## src/inc/tac_pkg.sv

```systemverilog
// Purpose: constants shared by the tone activation control block
// Assumes: 250 MHz reference clock, 4 ns period
// Notes:   times are kept in ns; cycle counts are derived from them
`default_nettype none
package tac_pkg;

  // ==========================================================================
  // clock and timing
  localparam int unsigned CLK_PERIOD_NS = 4;     // reference clock period
  localparam int unsigned EXT_ON_NS     = 1000;  // external mode start delay
  localparam int unsigned EXT_OFF_NS    = 60000; // external mode stop delay
  localparam int unsigned ENV_ON_NS     = 6000;  // envelope mode start delay
  localparam int unsigned ENV_OFF_NS    = 15000; // envelope mode stop delay (least)
  localparam int unsigned TONE_HALF_NS  = 22727; // half period of 22 kHz tone
  // cycle counts, rounded down for these nominal times
  localparam int unsigned EXT_ON_CYC    = EXT_ON_NS / CLK_PERIOD_NS;
  localparam int unsigned EXT_OFF_CYC   = EXT_OFF_NS / CLK_PERIOD_NS;
  localparam int unsigned ENV_ON_CYC    = ENV_ON_NS / CLK_PERIOD_NS;
  localparam int unsigned ENV_OFF_CYC   = ENV_OFF_NS / CLK_PERIOD_NS;
  localparam int unsigned TONE_HALF_CYC = TONE_HALF_NS / CLK_PERIOD_NS;
  localparam int unsigned CNT_W         = 16;    // width of delay counters

  // ==========================================================================
  // section states
  typedef enum logic [2:0] {
    TAC_IDLE = 3'b001,   // tone off
    TAC_WAIT = 3'b010,   // start delay running
    TAC_ON   = 3'b100    // tone on supply output
  } tac_state_e;

  localparam int unsigned NUM_SECTIONS = 2;
  localparam logic        RST_TONE     = 1'b0;   // tone off after reset

endpackage
`default_nettype wire

```

## src/inc/tac_sec_if.sv

```systemverilog
// Purpose: carries one section's controls and tone result
// Assumes: single clock domain
// Notes:   top keeps plain ports; this joins top and section module
`timescale 1ns/1ns
`default_nettype none
interface tac_sec_if;
  logic ext_sel;     // external waveform select
  logic tone_en;     // tone output enable
  logic key_sync;    // synchronised keying input
  logic tone;        // tone level onto supply output
  logic active;      // tone present on output

  modport top (output ext_sel, output tone_en, output key_sync,
               input tone, input active);
  modport sec (input ext_sel, input tone_en, input key_sync,
               output tone, output active);
endinterface
`default_nettype wire

```

## src/rtl/tac_section.sv

```systemverilog
// Purpose: one independent tone section: mode select, delays, internal tone
// Assumes: keying input already synchronised
// Notes:   clock enable low freezes all state
`timescale 1ns/1ns
`default_nettype none
module tac_section (
  input  wire logic   ref_clk_in,   // reference clock
  input  wire logic   rst_in,       // synchronous reset, active high
  input  wire logic   clk_en_in,    // freeze when low
  input  wire logic   uvlo_in,      // whole circuit off
  tac_sec_if.sec      sec           // section controls and result
);

  // ==========================================================================
  // declarations
  tac_pkg::tac_state_e state_r, state_nxt;          // activation state
  logic [tac_pkg::CNT_W-1:0] dly_r, dly_nxt;        // delay counter
  logic [tac_pkg::CNT_W-1:0] gen_r;                 // internal tone divider
  logic                      gen_tone_r;            // internal 22 kHz square
  logic                      key_d_r;               // last keying level
  logic                      tone_r;                // registered output tone

  wire logic ext_mode  = sec.ext_sel & sec.tone_en;   // external waveform mode
  wire logic env_mode  = ~sec.ext_sel & sec.tone_en;  // envelope or continuous
  wire logic key_edge  = sec.key_sync ^ key_d_r;      // waveform activity
  // activity request: edges in ext mode, high level in envelope mode
  wire logic request   = ext_mode ? key_edge : (env_mode & sec.key_sync);
  wire logic [tac_pkg::CNT_W-1:0] on_cyc  = ext_mode ?
      tac_pkg::CNT_W'(tac_pkg::EXT_ON_CYC)  : tac_pkg::CNT_W'(tac_pkg::ENV_ON_CYC);
  wire logic [tac_pkg::CNT_W-1:0] off_cyc = ext_mode ?
      tac_pkg::CNT_W'(tac_pkg::EXT_OFF_CYC) : tac_pkg::CNT_W'(tac_pkg::ENV_OFF_CYC);
  wire logic gate_off  = ~sec.tone_en | uvlo_in;       // hard stop
  // ext mode follows keying waveform, else internal generator
  wire logic tone_src  = ext_mode ? sec.key_sync : gen_tone_r;

  // ==========================================================================
  // next state: start delay, then on, then stop after quiet time
  always_comb begin
    state_nxt = state_r;
    dly_nxt   = dly_r;
    case (state_r)
      tac_pkg::TAC_IDLE: begin
        if (request) begin                                   // activity seen
          state_nxt = tac_pkg::TAC_WAIT;
          dly_nxt   = on_cyc;
        end
      end
      tac_pkg::TAC_WAIT: begin
        if (!request && !ext_mode) begin                     // envelope dropped early
          state_nxt = tac_pkg::TAC_IDLE;
        end else if (dly_r <= tac_pkg::CNT_W'(1)) begin       // start delay
          state_nxt = tac_pkg::TAC_ON;
          dly_nxt   = off_cyc;
        end else begin
          dly_nxt   = dly_r - tac_pkg::CNT_W'(1);
        end
      end
      tac_pkg::TAC_ON: begin
        if (request) begin                                   // restart quiet timer
          dly_nxt = off_cyc;
        end else if (dly_r <= tac_pkg::CNT_W'(1)) begin       // stop delay
          state_nxt = tac_pkg::TAC_IDLE;
        end else begin
          dly_nxt   = dly_r - tac_pkg::CNT_W'(1);
        end
      end
      default: begin
        state_nxt = tac_pkg::TAC_IDLE;
      end
    endcase
    if (gate_off) begin
      state_nxt = tac_pkg::TAC_IDLE;
      dly_nxt   = '0;
    end
  end

  // ==========================================================================
  // state registers
  always_ff @(posedge ref_clk_in) begin
    if (rst_in) begin
      state_r <= tac_pkg::TAC_IDLE;
      dly_r   <= '0;
      key_d_r <= 1'b0;
    end else if (clk_en_in) begin
      state_r <= state_nxt;
      dly_r   <= dly_nxt;
      key_d_r <= sec.key_sync;
    end
  end

  // ==========================================================================
  // internal 22 kHz generator, free running whenever envelope mode is enabled and lockout is clear, in every state
  always_ff @(posedge ref_clk_in) begin
    if (rst_in) begin
      gen_r      <= '0;
      gen_tone_r <= 1'b0;
    end else if (clk_en_in) begin
      if (gate_off || ext_mode) begin                        // idle, keep phase fixed
        gen_r      <= '0;
        gen_tone_r <= 1'b0;
      end else if (gen_r >= tac_pkg::CNT_W'(tac_pkg::TONE_HALF_CYC - 1)) begin
        gen_r      <= '0;
        gen_tone_r <= ~gen_tone_r;
      end else begin
        gen_r      <= gen_r + tac_pkg::CNT_W'(1);
      end
    end
  end

  // ==========================================================================
  // output tone register; continuous tone falls out of envelope mode
  always_ff @(posedge ref_clk_in) begin
    if (rst_in) begin
      tone_r <= tac_pkg::RST_TONE;
    end else if (clk_en_in) begin
      tone_r <= (state_r == tac_pkg::TAC_ON) & ~gate_off & tone_src;
    end
  end

  assign sec.tone   = tone_r;
  assign sec.active = (state_r == tac_pkg::TAC_ON);

endmodule
`default_nettype wire

```

## src/rtl/tac_top.sv

```systemverilog
// Purpose: two section tone activation control with undervoltage lockout
// Assumes: host keeps low power select at zero while toning
// Notes:   keying inputs and supply sense are asynchronous pins
`timescale 1ns/1ns
`default_nettype none

module tac_top (
  input  wire logic       ref_clk_in,                      // reference clock
  input  wire logic       rst_in,                          // sync reset, high
  input  wire logic       clk_en_in,                       // freeze when low
  input  wire logic       uvlo_in,                         // supply below lockout, pin
  input  wire logic [1:0] external_waveform_select_in,     // per section mode bit
  input  wire logic [1:0] tone_output_enable_in,           // per section enable bit
  input  wire logic [1:0] low_power_select_in,             // per section low power bit
  input  wire logic [1:0] tone_keying_input_in,            // per section keying pins
  output logic      [1:0] supply_output_tone_out,          // tone onto supply output
  output logic      [1:0] tone_active_out,                 // tone gate state
  output logic      [1:0] low_power_eff_out                // low power actually applied
);

  // ==========================================================================
  // pin synchronisers: first stage read only by second
  logic [1:0] key_s1_r, key_s2_r;   // keying synchroniser
  logic       uv_s1_r, uv_s2_r;     // lockout synchroniser
  logic [1:0] lp_r;                 // low power output register

  always_ff @(posedge ref_clk_in) begin
    if (rst_in) begin
      key_s1_r <= 2'h0;
      key_s2_r <= 2'h0;
      uv_s1_r  <= 1'b1;             // assume lockout until supply seen good
      uv_s2_r  <= 1'b1;
    end else if (clk_en_in) begin
      key_s1_r <= tone_keying_input_in;
      key_s2_r <= key_s1_r;
      uv_s1_r  <= uvlo_in;
      uv_s2_r  <= uv_s1_r;
    end
  end

  // ==========================================================================
  // two fully independent sections
  genvar g;
  generate
    for (g = 0; g < 2; g++) begin : g_sec
      tac_sec_if sif ();
      assign sif.ext_sel  = external_waveform_select_in[g];
      assign sif.tone_en  = tone_output_enable_in[g];
      assign sif.key_sync = key_s2_r[g];
      tac_section u_sec (
        .ref_clk_in (ref_clk_in),
        .rst_in     (rst_in),
        .clk_en_in  (clk_en_in),
        .uvlo_in    (uv_s2_r),     // shared lockout
        .sec        (sif.sec)
      );
      assign supply_output_tone_out[g] = sif.tone;
      assign tone_active_out[g]        = sif.active;
    end
  endgenerate

  // ==========================================================================
  // low power honoured only while no tone; host should not rely on it
  always_ff @(posedge ref_clk_in) begin
    if (rst_in) begin
      lp_r <= 2'h0;
    end else if (clk_en_in) begin
      lp_r <= low_power_select_in & ~tone_active_out;
    end
  end
  assign low_power_eff_out = lp_r;

endmodule
`default_nettype wire

```

## config.mk

```make
export PLATFORM = sky130hd
export DESIGN_NAME = tac_top
export DESIGN_NICKNAME = d
export VERILOG_FILES = /design/src/inc/tac_pkg.sv /design/src/inc/tac_sec_if.sv /design/src/rtl/tac_section.sv /design/src/rtl/tac_top.sv
export SDC_FILE = /design/constraint.sdc
export NUM_CORES = 1
export LEC_CHECK = 0
export BUFFER_PORTS_ARGS = -buffer_cell sky130_fd_sc_hd__buf_2
export CORE_UTILIZATION = 50
export CTS_CLUSTER_DIAMETER = 80
export CTS_CLUSTER_SIZE = 8
export DETAILED_ROUTE_END_ITERATION = 10
export PLACE_DENSITY = 0.67
export SYNTH_ARGS = -nofsm -noshare
export SYNTH_HDL_FRONTEND = slang
export SYNTH_HIERARCHICAL = 1
export SYNTH_SLANG_ARGS = --single-unit
```

## constraint.sdc

```tcl
create_clock -name ref_clk_in -period 3.2 [get_ports ref_clk_in]
set_input_delay 0.32 -clock ref_clk_in [delete_from_list [all_inputs] [get_ports ref_clk_in]]
set_output_delay 0.32 -clock ref_clk_in [all_outputs]
set_load 0.01 [all_outputs]
```

==> out/results.tsv <==
stage	metric	value	unit
run_status	status	finished clean	
grt	first-pass GRT wire length	19500	um
grt	met2 Usage GRT	39.44	%
pwr	Max VDD drop	232.6	uV
place	DP Area	5169	um^2
critical_path	Required @ worst endpoint	3.52	ns
logic_synthesis	Post-synth EDFFs	0	
place	number of port buffers	17	
logic_synthesis	Yosys reg bits	84	
hold_path	Min-Delay Path Class	in -> reg	
drt	DR iter-0 viols	245	
critical_path	critical path capture point type	register	
logic_synthesis	cell count after synthesis	614	
critical_path	CP Class	reg -> reg	
timing	final hold vios	0	
grt	pin count of the biggest net entering global routing	28	
logic_synthesis	prevailing post-synth register cell	dfxtp_1	
drt	vias per cell	5.912	
cts	hold buffer count at CTS	0	
drt	first-pass detailed-route iteration total	5	
critical_path	worst-path fanout max	13	
die	Initial Utilization	51.38	%
drt	wirelength, routed	11770	um
timing	maximum clock frequency	0.3905	GHz
finish	fill cell count	930	
place	HPWL Detailed	8483	um
finish	design area	5378	um^2
finish	nets	642	
cts	Clk pin slew, worst setup/hold paths	0.10	ns
drt	wire per inst	15.49	um
grt	met3 Usage GRT	2.941	%
cts	clock buffer depth	2	
place	GPL Wtd Cong	0.9109	
logic_synthesis	Async SR Flop Fraction	0	%
critical_path	Worst setup SP type	register	
cts	CTS sink cnt	84	
drt	Residual DRC	0	
timing	setup TNS	0	ns
logic_synthesis	Synth cell types	62	
timing	Tmin final	2.561	ns
run	max cap viols	0	
drt	Routed Antenna Nets	0	
die	Vert. Die Dim	102.0	um
timing	period utilization	80.03	%
cts	clock latency on the worst-skew pair	0.37	ns
logic_synthesis	number of synthesis warnings	6	
logic_synthesis	syn nets	634	
logic_synthesis	Seq/Total Area, Yosys	33.64	%
timing	RSZ-0062 raised after global routing	no	
grt	M1 GR Usage	31.63	%
timing	clock skew	0.01025	ns
grt	vias in the first global route	4068	
cts	Num CTS Buffers	9	
die	width of the die	102.0	um
cts	post-CTS setup buffers	0	
finish	ANT cells	0	
timing	final setup violation count	0	
die	die area	10400	um^2
pwr	pwr/cell area	426.5	nW/um^2
die	number of placed I/O pins	18	
die	core region area	9729	um^2
cts	clock root cell	clkbuf_8	
timing	Rel. slew slack	48.83	%
timing	Slew Viols, Final	0	
grt	Overflow after GRT	0	
critical_path	WP data arrival	2.88	ns
pwr	Pleak	1.941	nW
cts	H-tree Lvls	3	
logic_synthesis	Syn Area/Cell	8.141	um^2
drt	routed vias	4493	
pwr	Total Power	0.002294	W
timing	actual slew at the worst max-slew pin	0.7605	ns
finish	layout cell share with drive strength beyond 1	10.37	%
cts	# resized after CTS	0	
logic_synthesis	mapped cell area	4999	um^2
die	# rows	36	
grt	initial antenna violation count	0	
grt	grt peak-use layer	met2	
grt	Total Routing Usage GR	23.68	%
finish	Area growth syn-to-layout	7.585	%
cts	CTS tree	built	
[through the flow]
stage	worst slack (ns)	hold WS, ns	util [%]	cells
after floorplan	0.9087	0.4357	-	614
after global placement	0.7377	0.4439	53.13	744
after detailed placement	0.7160	0.4504	53.13	744
after CTS	0.7001	0.1675	55.27	760
after global routing	0.4086	0.1651	55.27	760
final	0.6389	0.1763	55.27	760
[cell usage in the layout (no fill, tap or decap), types with 5 or more instances in the layout]
master,n
or3b_1,6
a22o_1,8
nand2b_1,14
xor2_1,18
a21oi_1,36
buf_4,6
nand4_1,10
clkbuf_8,9
ha_1,8
inv_6,5
and3_1,6
nor4_1,10
nor2_1,76
nor3_1,22
o21ai_0,20
o22ai_1,6
a41oi_1,6
o21ai_1,8
o211ai_1,10
or4_4,8
xnor2_1,18
buf_2,17
mux2i_1,16
nor2b_1,6
dfxtp_1,84
inv_1,28
a211oi_1,10
or3_1,6
nand3_1,18
nand2_1,50
[area by class of cell]
class                   count  area, um^2  share of cell area [%]
clock buffers               9       123.9                   2.303
clock inverters             7       85.08                   1.582
inverters                  28       105.1                   1.954
multi-input cells         476        3085                   57.38
flip-flops and latches     84        1682                   31.27
well taps                 133       166.4                   3.094
repair buffers             23       130.1                   2.420
[kinds of logic (layout without fill, tap and decap cells)]
logic type | count (synthesis) | in the layout | share of synthesized area [%]
compound gates | 152 | 152 | 21.03
xor+xnor | 36 | 36 | 6.308
fa+ha+maj | 8 | 8 | 2.003
buf+inv | 54 | 67 | 4.631
flops | 84 | 84 | 33.64
mux | 18 | 18 | 3.654
simple gates | 262 | 262 | 28.74
[power by group]
part	leakage [nW]	internal [W]	switching (W)	total, W
Combinational	1.15	0.000143	0.000231	0.000374
Clock	0.108	0.000380	0.000435	0.000815
Sequential	0.681	0.00107	0.0000352	0.00111
[final timing paths]
kind / end / startpoint / cells after the start / slack [ns]
worst max register to register: g_sec[0].u_sec/dly_r[6] / g_sec[0].u_sec/state_r[0] / 6 / 0.64
worst max-delay path: g_sec[0].u_sec/dly_r[6] / g_sec[0].u_sec/state_r[0] / 6 / 0.64
worst min register to register: uv_s2_r / uv_s1_r / 1 / 0.47
worst min-delay path: uv_s1_r / uvlo_in / 2 / 0.18
[routing by layer]
layer,wire [um],share of wire [%]
met2,5410,46
met4,138,1.2
met5,0,0
met3,605,5.1
met1,5619,48
[critical path, cell delays in order (launching register included)]
cell and delay [ns]:
dfxtp_1 0.62, nand2b_1 0.17, o41ai_1 0.66, o21bai_1 0.33
o21ba_1 0.47, a31o_1 0.16, a22o_1 0.11
[state kept, by name, summed over array words and instances (netlist names)]
register	cells
g_sec.u_sec/gen_r	32
g_sec.u_sec/gen_tone_r	2
g_sec.u_sec/key_d_r	2
key_s2_r	2
uv_s2_r	1
g_sec.u_sec/state_r	6
uv_s1_r	1
g_sec.u_sec/sec.tone	2
low_power_eff_out	2
key_s1_r	2
g_sec.u_sec/dly_r	32
[synthesized netlist by cell type (6+ instances only)]
cell type  number  share of area (%)
dfxtp_1        84                 34
nor2_1         76                5.7
nand2_1        50                3.8
a21oi_1        36                3.6
inv_1          28                2.1
nor3_1         22                2.2
o21ai_0        20                2.0
nand3_1        18                1.8
xnor2_1        18                3.2
xor2_1         18                3.2
clkbuf_1       16                1.2
mux2i_1        16                3.2
nand2b_1       14                1.8
a211oi_1       10                1.5
nand4_1        10                1.3
nor4_1         10                1.3
o211ai_1       10                1.5
a22o_1          8                1.4
ha_1            8                2.0
o21ai_1         8               0.80
or4_4           8                1.8
a41oi_1         6                1.1
and3_1          6               0.75
nor2b_1         6               0.75
o22ai_1         6               0.75
or3_1           6               0.75
or3b_1          6                1.1
Power figures use the tool's default switching activity.
